## src/hw/ord_pkg.sv

```systemverilog
// constants for the on-chip ram and its address decode
package ord_pkg;
   // ---------------------------------------------------------------
   // array geometry
   // ---------------------------------------------------------------
   localparam int RAM_BYTES = 512;
   localparam int DATA_W = 16;
   localparam int RAM_WORDS = RAM_BYTES / 2;
   localparam int IDX_W = $clog2(RAM_WORDS);
   localparam int ADDR_W = 24;
   // ---------------------------------------------------------------
   // address windows
   // ---------------------------------------------------------------
   localparam logic [ADDR_W-1:0] WIN_SHORT_LO = 24'h0ffd10;
   localparam logic [ADDR_W-1:0] WIN_SHORT_HI = 24'h0fff0f;
   localparam logic [ADDR_W-1:0] WIN_LONG_LO = 24'hfffd10;
   localparam logic [ADDR_W-1:0] WIN_LONG_HI = 24'hffff0f;
   localparam int SHORT_ADDR_W = 20;
   // mode pins: code 0..3 stands for operating mode 1..4
   localparam logic [1:0] MODE_FIRST_LONG = 2'h2;
   // ---------------------------------------------------------------
   // register map: byte address is four times the register index
   // ---------------------------------------------------------------
   localparam logic [15:0] SYSCTL_IDX = 16'hfff2;
   localparam logic [15:0] STATUS_IDX = 16'hfff3;
   localparam int REG_ADDR_W = 18;
   localparam logic [REG_ADDR_W-1:0] SYSCTL_ADDR = {SYSCTL_IDX, 2'h0};
   localparam logic [REG_ADDR_W-1:0] STATUS_ADDR = {STATUS_IDX, 2'h0};
   localparam logic [7:0] SYSCTL_RESET = 8'h0b;
   localparam int RAM_EN_BIT = 0;
   localparam logic [1:0] HTRANS_NONSEQ = 2'h2;
   localparam logic [1:0] HRESP_OKAY = 2'h0;
   // ---------------------------------------------------------------
   // access sequencer
   // ---------------------------------------------------------------
   typedef enum logic [2:0] {
      ST_IDLE = 3'b001,
      ST_ONE = 3'b010,
      ST_TWO = 3'b100
   } ord_state_t;
endpackage

```

## src/hw/ord_ram_array.sv

```systemverilog
// 16-bit wide static ram array with two byte lanes
`timescale 1ns/1ps
module ord_ram_array #(
   parameter int WORDS = 256,
   parameter int IW = 8
) (
   input wire logic clk_in,
   input wire logic we_hi_in,
   input wire logic we_lo_in,
   input wire logic [IW-1:0] idx_in,
   input wire logic [15:0] wdata_in,
   output logic [15:0] rdata_out
);
   logic [15:0] mem [WORDS];

   always_ff @(posedge clk_in) begin
      if (we_hi_in) begin
         mem[idx_in][15:8] <= wdata_in[15:8];
      end
      if (we_lo_in) begin
         mem[idx_in][7:0] <= wdata_in[7:0];
      end
   end

   assign rdata_out = mem[idx_in];
endmodule

```

## src/hw/ord_onchip_ram.sv

```systemverilog
// on-chip ram, window decode and system control register
`timescale 1ns/1ps
module ord_onchip_ram
   import ord_pkg::*;
(
   input wire logic clk_in,
   input wire logic sys_rst_in,
   // processor side
   input wire logic cpu_req_in,
   input wire logic [ADDR_W-1:0] cpu_addr_in,
   input wire logic cpu_write_in,
   input wire logic cpu_word_in,
   input wire logic [DATA_W-1:0] cpu_wdata_in,
   output logic cpu_ready_out,
   output logic cpu_done_out,
   output logic [DATA_W-1:0] cpu_rdata_out,
   output logic ext_req_out,
   output logic [ADDR_W-1:0] ext_addr_out,
   // pins
   input wire logic [1:0] mode_in,
   input wire logic standby_in,
   // ahb-lite slave
   input wire logic hsel_in,
   input wire logic [31:0] haddr_in,
   input wire logic [1:0] htrans_in,
   input wire logic hwrite_in,
   input wire logic [2:0] hsize_in,
   input wire logic [31:0] hwdata_in,
   input wire logic hready_in,
   output logic [31:0] hrdata_out,
   output logic hreadyout_out,
   output logic [1:0] hresp_out
);
   // ---------------------------------------------------------------
   // pin synchronisers
   // ---------------------------------------------------------------
   logic [1:0] mode_meta_reg, mode_reg;
   logic stby_meta_reg, stby_reg;

   always_ff @(posedge clk_in) begin
      if (sys_rst_in) begin
         mode_meta_reg <= 2'h0;
         mode_reg <= 2'h0;
         stby_meta_reg <= 1'b0;
         stby_reg <= 1'b0;
      end else begin
         mode_meta_reg <= mode_in;
         mode_reg <= mode_meta_reg;
         stby_meta_reg <= standby_in;
         stby_reg <= stby_meta_reg;
      end
   end

   // ---------------------------------------------------------------
   // system control register over ahb-lite
   // ---------------------------------------------------------------
   logic [7:0] sysctl_reg;
   logic wr_pend_reg;
   logic [REG_ADDR_W-1:0] wr_addr_reg;
   logic bus_take;
   logic ram_en;
   ord_state_t state_reg;

   assign bus_take = hsel_in && hready_in && (htrans_in == HTRANS_NONSEQ);
   assign ram_en = sysctl_reg[RAM_EN_BIT];

   always_ff @(posedge clk_in) begin
      if (sys_rst_in) begin
         wr_pend_reg <= 1'b0;
         wr_addr_reg <= '0;
      end else begin
         wr_pend_reg <= bus_take && hwrite_in;
         wr_addr_reg <= haddr_in[REG_ADDR_W-1:0];
      end
   end

   // only the reset and a bus write touch this register
   always_ff @(posedge clk_in) begin
      if (sys_rst_in) begin
         sysctl_reg <= SYSCTL_RESET;
      end else if (wr_pend_reg && wr_addr_reg == SYSCTL_ADDR) begin
         sysctl_reg <= hwdata_in[7:0];
      end
   end

   always_ff @(posedge clk_in) begin
      if (sys_rst_in) begin
         hrdata_out <= 32'h0;
         hreadyout_out <= 1'b0;
         hresp_out <= HRESP_OKAY;
      end else begin
         hreadyout_out <= 1'b1;
         hresp_out <= HRESP_OKAY;
         if (bus_take && !hwrite_in && haddr_in[REG_ADDR_W-1:0] == SYSCTL_ADDR) begin
            hrdata_out <= {24'h0, sysctl_reg};
         end else if (bus_take && !hwrite_in && haddr_in[REG_ADDR_W-1:0] == STATUS_ADDR) begin
            hrdata_out <= {28'h0, stby_reg, mode_reg, state_reg == ST_IDLE};
         end else begin
            hrdata_out <= 32'h0;
         end
      end
   end

   // ---------------------------------------------------------------
   // window decode
   // ---------------------------------------------------------------
   logic long_mode, hit_short, hit_long, win_hit, acc_ok, acc_int;
   logic [ADDR_W-1:0] short_addr, offset;

   assign long_mode = mode_reg >= MODE_FIRST_LONG;
   assign short_addr = {{(ADDR_W-SHORT_ADDR_W){1'b0}}, cpu_addr_in[SHORT_ADDR_W-1:0]};
   assign hit_short = short_addr >= WIN_SHORT_LO && short_addr <= WIN_SHORT_HI;
   assign hit_long = cpu_addr_in >= WIN_LONG_LO && cpu_addr_in <= WIN_LONG_HI;
   assign win_hit = long_mode ? hit_long : hit_short;
   assign acc_ok = cpu_req_in && (state_reg == ST_IDLE) && !stby_reg;
   assign acc_int = acc_ok && win_hit && ram_en;
   assign offset = long_mode ? cpu_addr_in - WIN_LONG_LO : short_addr - WIN_SHORT_LO;

   // ---------------------------------------------------------------
   // three-state access sequencer: idle, then two access states
   // ---------------------------------------------------------------
   logic [IDX_W-1:0] idx_reg;
   logic odd_reg, write_reg, word_reg;
   logic [DATA_W-1:0] wdata_reg, arr_q;
   logic we_hi, we_lo;

   always_ff @(posedge clk_in) begin
      if (sys_rst_in) begin
         state_reg <= ST_IDLE;
      end else begin
         unique case (state_reg)
            ST_IDLE: begin
               if (acc_int) begin
                  state_reg <= ST_ONE;
               end
            end
            ST_ONE: state_reg <= ST_TWO;
            ST_TWO: state_reg <= ST_IDLE;
         endcase
      end
   end

   always_ff @(posedge clk_in) begin
      if (sys_rst_in) begin
         idx_reg <= '0;
         odd_reg <= 1'b0;
         write_reg <= 1'b0;
         word_reg <= 1'b0;
         wdata_reg <= '0;
      end else if (acc_int) begin
         idx_reg <= offset[IDX_W:1];
         odd_reg <= offset[0];
         write_reg <= cpu_write_in;
         word_reg <= cpu_word_in;
         wdata_reg <= cpu_wdata_in;
      end
   end

   // byte lanes: even address is the upper lane; bytes ride on the upper lines
   assign we_hi = (state_reg == ST_ONE) && write_reg && (word_reg || !odd_reg);
   assign we_lo = (state_reg == ST_ONE) && write_reg && (word_reg || odd_reg);

   ord_ram_array #(
      .WORDS(RAM_WORDS),
      .IW(IDX_W)
   ) u_array (
      .clk_in(clk_in),
      .we_hi_in(we_hi),
      .we_lo_in(we_lo),
      .idx_in(idx_reg),
      .wdata_in(word_reg ? wdata_reg : {wdata_reg[15:8], wdata_reg[15:8]}),
      .rdata_out(arr_q)
   );

   always_ff @(posedge clk_in) begin
      if (sys_rst_in) begin
         cpu_done_out <= 1'b0;
         cpu_rdata_out <= '0;
      end else begin
         cpu_done_out <= state_reg == ST_ONE;
         if (state_reg == ST_ONE && !write_reg) begin
            if (word_reg) begin
               cpu_rdata_out <= arr_q;
            end else begin
               cpu_rdata_out <= {odd_reg ? arr_q[7:0] : arr_q[15:8], 8'h0};
            end
         end
      end
   end

   always_ff @(posedge clk_in) begin
      if (sys_rst_in) begin
         cpu_ready_out <= 1'b0;
         ext_req_out <= 1'b0;
         ext_addr_out <= '0;
      end else begin
         cpu_ready_out <= (state_reg == ST_TWO) || (state_reg == ST_IDLE && !acc_int);
         ext_req_out <= acc_ok && !(win_hit && ram_en);
         if (acc_ok && !(win_hit && ram_en)) begin
            ext_addr_out <= cpu_addr_in;
         end
      end
   end

   // ---------------------------------------------------------------
   // checks
   // ---------------------------------------------------------------
   win_size_a: assert property (@(posedge clk_in) disable iff (sys_rst_in)
      acc_int |-> (32'(offset) < RAM_BYTES) && (WIN_SHORT_HI - WIN_SHORT_LO + 1 == RAM_BYTES))
      else $error("ram index outside the array");
   short_window_a: assert property (@(posedge clk_in) disable iff (sys_rst_in)
      (acc_ok && ram_en && !long_mode && cpu_addr_in[SHORT_ADDR_W-1:0] == WIN_SHORT_LO[SHORT_ADDR_W-1:0])
      |=> state_reg == ST_ONE && !ext_req_out)
      else $error("short window start not routed to the ram");
   long_window_a: assert property (@(posedge clk_in) disable iff (sys_rst_in)
      (acc_ok && ram_en && long_mode && cpu_addr_in == WIN_LONG_HI) |=> state_reg == ST_ONE ##1 cpu_done_out)
      else $error("long window end not routed to the ram");
   disabled_route_a: assert property (@(posedge clk_in) disable iff (sys_rst_in)
      (acc_ok && win_hit && !ram_en) |=> ext_req_out && ext_addr_out == $past(cpu_addr_in) && state_reg == ST_IDLE)
      else $error("disabled window access not sent outside");
   reset_enable_a: assert property (@(posedge clk_in)
      $fell(sys_rst_in) |-> ram_en && sysctl_reg == SYSCTL_RESET)
      else $error("enable bit not set after reset");
   standby_keep_a: assert property (@(posedge clk_in) disable iff (sys_rst_in)
      !wr_pend_reg |=> $stable(sysctl_reg))
      else $error("enable bit changed without a bus write");
   byte_lanes_a: assert property (@(posedge clk_in) disable iff (sys_rst_in)
      (state_reg == ST_ONE && !word_reg && !write_reg) |=> cpu_done_out && cpu_rdata_out[7:0] == 8'h0 ##1 !cpu_done_out)
      else $error("byte read not on upper lines in two states");
   word_two_a: assert property (@(posedge clk_in) disable iff (sys_rst_in)
      (acc_int && cpu_word_in) |=> !cpu_done_out ##1 cpu_done_out ##1 state_reg == ST_IDLE)
      else $error("word access did not finish in two states");
   byte_lane_one_a: assert property (@(posedge clk_in) disable iff (sys_rst_in)
      (state_reg == ST_ONE && write_reg && !word_reg) |-> (we_hi ^ we_lo))
      else $error("byte write did not hit exactly one lane");
   word_lane_both_a: assert property (@(posedge clk_in) disable iff (sys_rst_in)
      (state_reg == ST_ONE && write_reg && word_reg) |-> (we_hi && we_lo))
      else $error("word write did not hit both lanes");
   busy_two_a: assert property (@(posedge clk_in) disable iff (sys_rst_in)
      acc_int |=> !cpu_ready_out ##1 !cpu_ready_out ##1 cpu_ready_out)
      else $error("sequencer busy for other than two states");
   sysctl_write_a: assert property (@(posedge clk_in) disable iff (sys_rst_in)
      (wr_pend_reg && wr_addr_reg == SYSCTL_ADDR) |=> 32'(sysctl_reg) == ($past(hwdata_in) & 32'h000000ff))
      else $error("system control write did not land");
endmodule

```

## config.mk

```make
export PLATFORM = sky130hd
export DESIGN_NAME = ord_onchip_ram
export DESIGN_NICKNAME = d
export VERILOG_FILES = /design/src/hw/ord_pkg.sv /design/src/hw/ord_ram_array.sv /design/src/hw/ord_onchip_ram.sv
export SDC_FILE = /design/constraint.sdc
export NUM_CORES = 2
export LEC_CHECK = 0
export ABC_AREA = 1
export BUFFER_PORTS_ARGS = -buffer_cell sky130_fd_sc_hd__buf_4
export CAP_MARGIN = 5
export CORE_ASPECT_RATIO = 0.75
export CORE_MARGIN = 8
export CORE_UTILIZATION = 35
export CTS_CLUSTER_SIZE = 28
export DETAILED_ROUTE_END_ITERATION = 16
export PLACE_DENSITY = 0.46
export SYNTH_ARGS = -nofsm -noshare
export SYNTH_HDL_FRONTEND = slang
export SYNTH_SLANG_ARGS = --single-unit
```

## constraint.sdc

```tcl
create_clock -name clk_in -period 34.5 [get_ports clk_in]
set_input_delay 1.725 -clock clk_in [delete_from_list [all_inputs] [get_ports clk_in]]
set_output_delay 1.725 -clock clk_in [all_outputs]
set_load 0.1 [all_outputs]
```

==> impl_metrics.tcl <==
set metrics [dict create \
    yosysTopAreaCellShare_pct 71.6 \
    pwr_density_cell_nw_per_um2 52.8 \
    multi_input_area_um2 40500 \
    via_per_inst 5.20 \
    drive_gt1_share_pct 9.11 \
    post-route-period-util_pct 20.9 \
    status "completed" \
    finClkSkew_ns 0.0331 \
    totalWireLength_mm 536 \
    ys.flop_type "edfxtp_1" \
    syn_avg_cell_area_um2 11.9 \
    cts_root_buffer "clkbuf_16" \
    grt-ovfl-total 0 \
    dr_wl_met3_mm 40.0 \
    die_y_um 623 \
    cts_sinks 4219 \
    rsz0062_at_grt "false" \
    wl_met1_mm 260 \
    core-area_um2 491000 \
    crit_type "reg2reg" \
    start_util_pct 35.0 \
    hold_viol 0 \
    via_count 111000 \
    htree_levels 5 \
    synth-seq-cells 4219 \
    drc_errors 0 \
    hold_path_depth 2 \
    worst_path_largest_cell_delay_ns 0.77 \
    synthesis.instances 14500 \
    slowest_stage "buf_4" \
    synth_edf_count 4096 \
    crit_path_start_kind "register" \
    largest_reg_flops 4096 \
    grt_pass1_vias 104000 \
    clk_path_buf_depth 4 \
    drt-initial-drc-count 12100 \
    synth_area_um2 172000 \
    postCtsResizedCells 0 \
    track_usage_pct 20.1 \
    clk_pin_slew_ns 0.06 \
    layout.area.seq_um2 126000 \
    hold_ws_ns 0.405 \
    r2r_cells 18 \
    path_cells "inv_16, buf_12, buf_4, buf_12, buf_4, buf_4, nand2_1, nand3_1, nand3_1, nand3_1, nand3_1, nand3_1, nand3_1, nand3_1, nand3_1, nand3_1, nand2_1, inv_1" \
    port_buffers 130 \
    fillCellCount 47200 \
    min_period_ns 7.20 \
    path_common_cell "nand3_1" \
    detail-route-antenna-nets 0 \
    finalSetupTns_ns 0 \
    p_leak_nw 67.2 \
    vdd_drop_max_mv 0.0413 \
    cts_setup_buffers 0 \
    ios 198 \
    synth_top_cell_by_area "edfxtp_1" \
    grt_antenna_before_repair 33 \
    gp_congestion 0.783 \
    dp_hpwl_mm 293 \
    firstDrtPassIters 5 \
    cts-buffers-inserted 430 \
    cp-end-kind "register" \
    critPathMaxFanout 182 \
    yosysSeqAreaShare_pct 73.0 \
    yosys_warnings 0 \
    wl_per_cell_um 25.1 \
    die_area_um2 514000 \
    setup_viol_count_final 0 \
    met2WireLength_mm 223 \
    hold_class "reg2reg" \
    fin_nets 14600 \
    cts_tree "done" \
    clk_latency_ns 1.02 \
    synthTopCellsByArea "edfxtp_1 72%, nand3_1 12%, nand2_1 9.1%" \
    maxCapViolCount 0 \
    max_freq_ghz 0.139 \
    syn2layout_area_growth_pct 12.6 \
    grt_pass1_wl_mm 772 \
    yosysUniqueCellTypes 36 \
    critical_path_arrival_ns 8.16 \
    topRoutingLayerUsed "met5" \
    ys_async_sr_fraction_pct 0 \
    max_slew_margin_pct 9.66 \
    fp-row-count 223 \
    worst_slew_pin_slew_ns 1.34 \
    grt_max_degree 183 \
    chipWidth_um 825 \
    hold_buffers 0 \
    maxSlewViolCount 0 \
    critPathRequiredTime_ns 35.46 \
]
## layer usage
metal	global-route usage, %	up-vias
met3	3.51	610
met2	28.4	3603
li1	-	51800
met1	31.7	55200
met5	0	-
met4	4.67	2
## synthesized netlist by cell type, types with 46 or more instances
| master | count |
|---|---|
| a21oi_1 | 46 |
| buf_1 | 113 |
| buf_2 | 513 |
| buf_4 | 189 |
| buf_6 | 57 |
| clkbuf_1 | 228 |
| dfxtp_1 | 123 |
| edfxtp_1 | 4096 |
| inv_1 | 97 |
| nand2_1 | 4167 |
| nand3_1 | 4106 |
| nor2_1 | 90 |
| nor3_1 | 515 |
| o21ai_0 | 63 |
## report_power, final
group / internal (mW) / total [mW] / switching (mW)
Combinational: 0.0171 / 0.0853 / 0.0681
Sequential: 5.54 / 5.54 / 0.00357
Clock: 2.57 / 4.60 / 2.02
## metrics by stage
step           area [um^2]  utilization (%)  cells  power, mW  worst slack [ns]
2_1_floorplan       172000                -  14500       5.71             18.62
3_3_place_gp        180000             36.6  20600       5.73             27.32
3_5_place_dp        180000             36.6  20600       5.73             27.35
4_1_cts             193000             39.4  21300       10.3             27.36
5_1_grt             193000             39.4  21400       10.5             26.97
6_report            193000             39.4  21400       10.2             27.30
## critical path, delay by kind of cell, from the launching register on
| kind | cells | cell delay, ns |
|---|---|---|
| flops | 1 | 0.44 |
| buf+inv | 7 | 3.91 |
| simple gates | 11 | 2.20 |
## path summary, 6_finish.rpt
check | start | to | slack, ns
worst max-delay path | register | cpu_rdata_out[8] | 27.30
worst min-delay path | mode_meta_reg[1] | mode_reg[1] | 0.41
worst max register to register | register | cpu_rdata_out[8] | 27.30
worst min register to register | mode_meta_reg[1] | mode_reg[1] | 0.41
## cell usage in the layout, fill, tap and decap left out, types with 7 or more instances in the layout
cell | netlist | layout
a211oi_1 | 7 | 7
nand3_1 | 4106 | 4104
clkbuf_1 | 228 | 108
dfxtp_1 | 123 | 108
clkinv_2 | 0 | 74
buf_12 | 1 | 25
nor2_1 | 90 | 90
inv_6 | 0 | 12
conb_1 | 1 | 26
nand2_2 | 0 | 16
clkinvlp_4 | 0 | 9
nor3_2 | 1 | 21
clkinv_1 | 3 | 98
bufinv_16 | 0 | 31
clkbuf_16 | 0 | 438
clkbuf_8 | 0 | 10
o21ai_4 | 0 | 8
nor3_1 | 515 | 495
inv_1 | 97 | 93
nand2_4 | 0 | 16
o21ai_0 | 63 | 55
o21a_1 | 8 | 8
dfxtp_4 | 0 | 14
edfxtp_1 | 4096 | 4096
nand2_1 | 4167 | 4135
nand4_1 | 10 | 10
buf_4 | 189 | 630
buf_2 | 513 | 12
clkbuf_4 | 0 | 11
a21oi_1 | 46 | 46
## cells by family (layout without fill, tap and decap cells)
family                   Yosys count  after routing  share of synthesized area, %
flip-flops                      4219           4219                          73.0
AND/OR/NAND/NOR                 8898           8898                          22.8
buffers and inverters           1208           1570                          3.71
AO/OA/AOI/OAI                    131            131                         0.414
other                              1             30                       0.00218
adder cells (fa/ha/maj)            2              2                        0.0146
XOR/XNOR                           2              2                        0.0102
## layout make-up
cell class	instances	area share [%]
clock buffers	556	5.95
clock inverters	228	1.03
multi-input cells	9059	20.9
flip-flops and latches	4219	64.9
inverters	104	0.230
diodes	4	0.00517
well taps	6525	4.22
repair buffers	682	2.79
No activity file was read; power rests on OpenSTA's default activity.
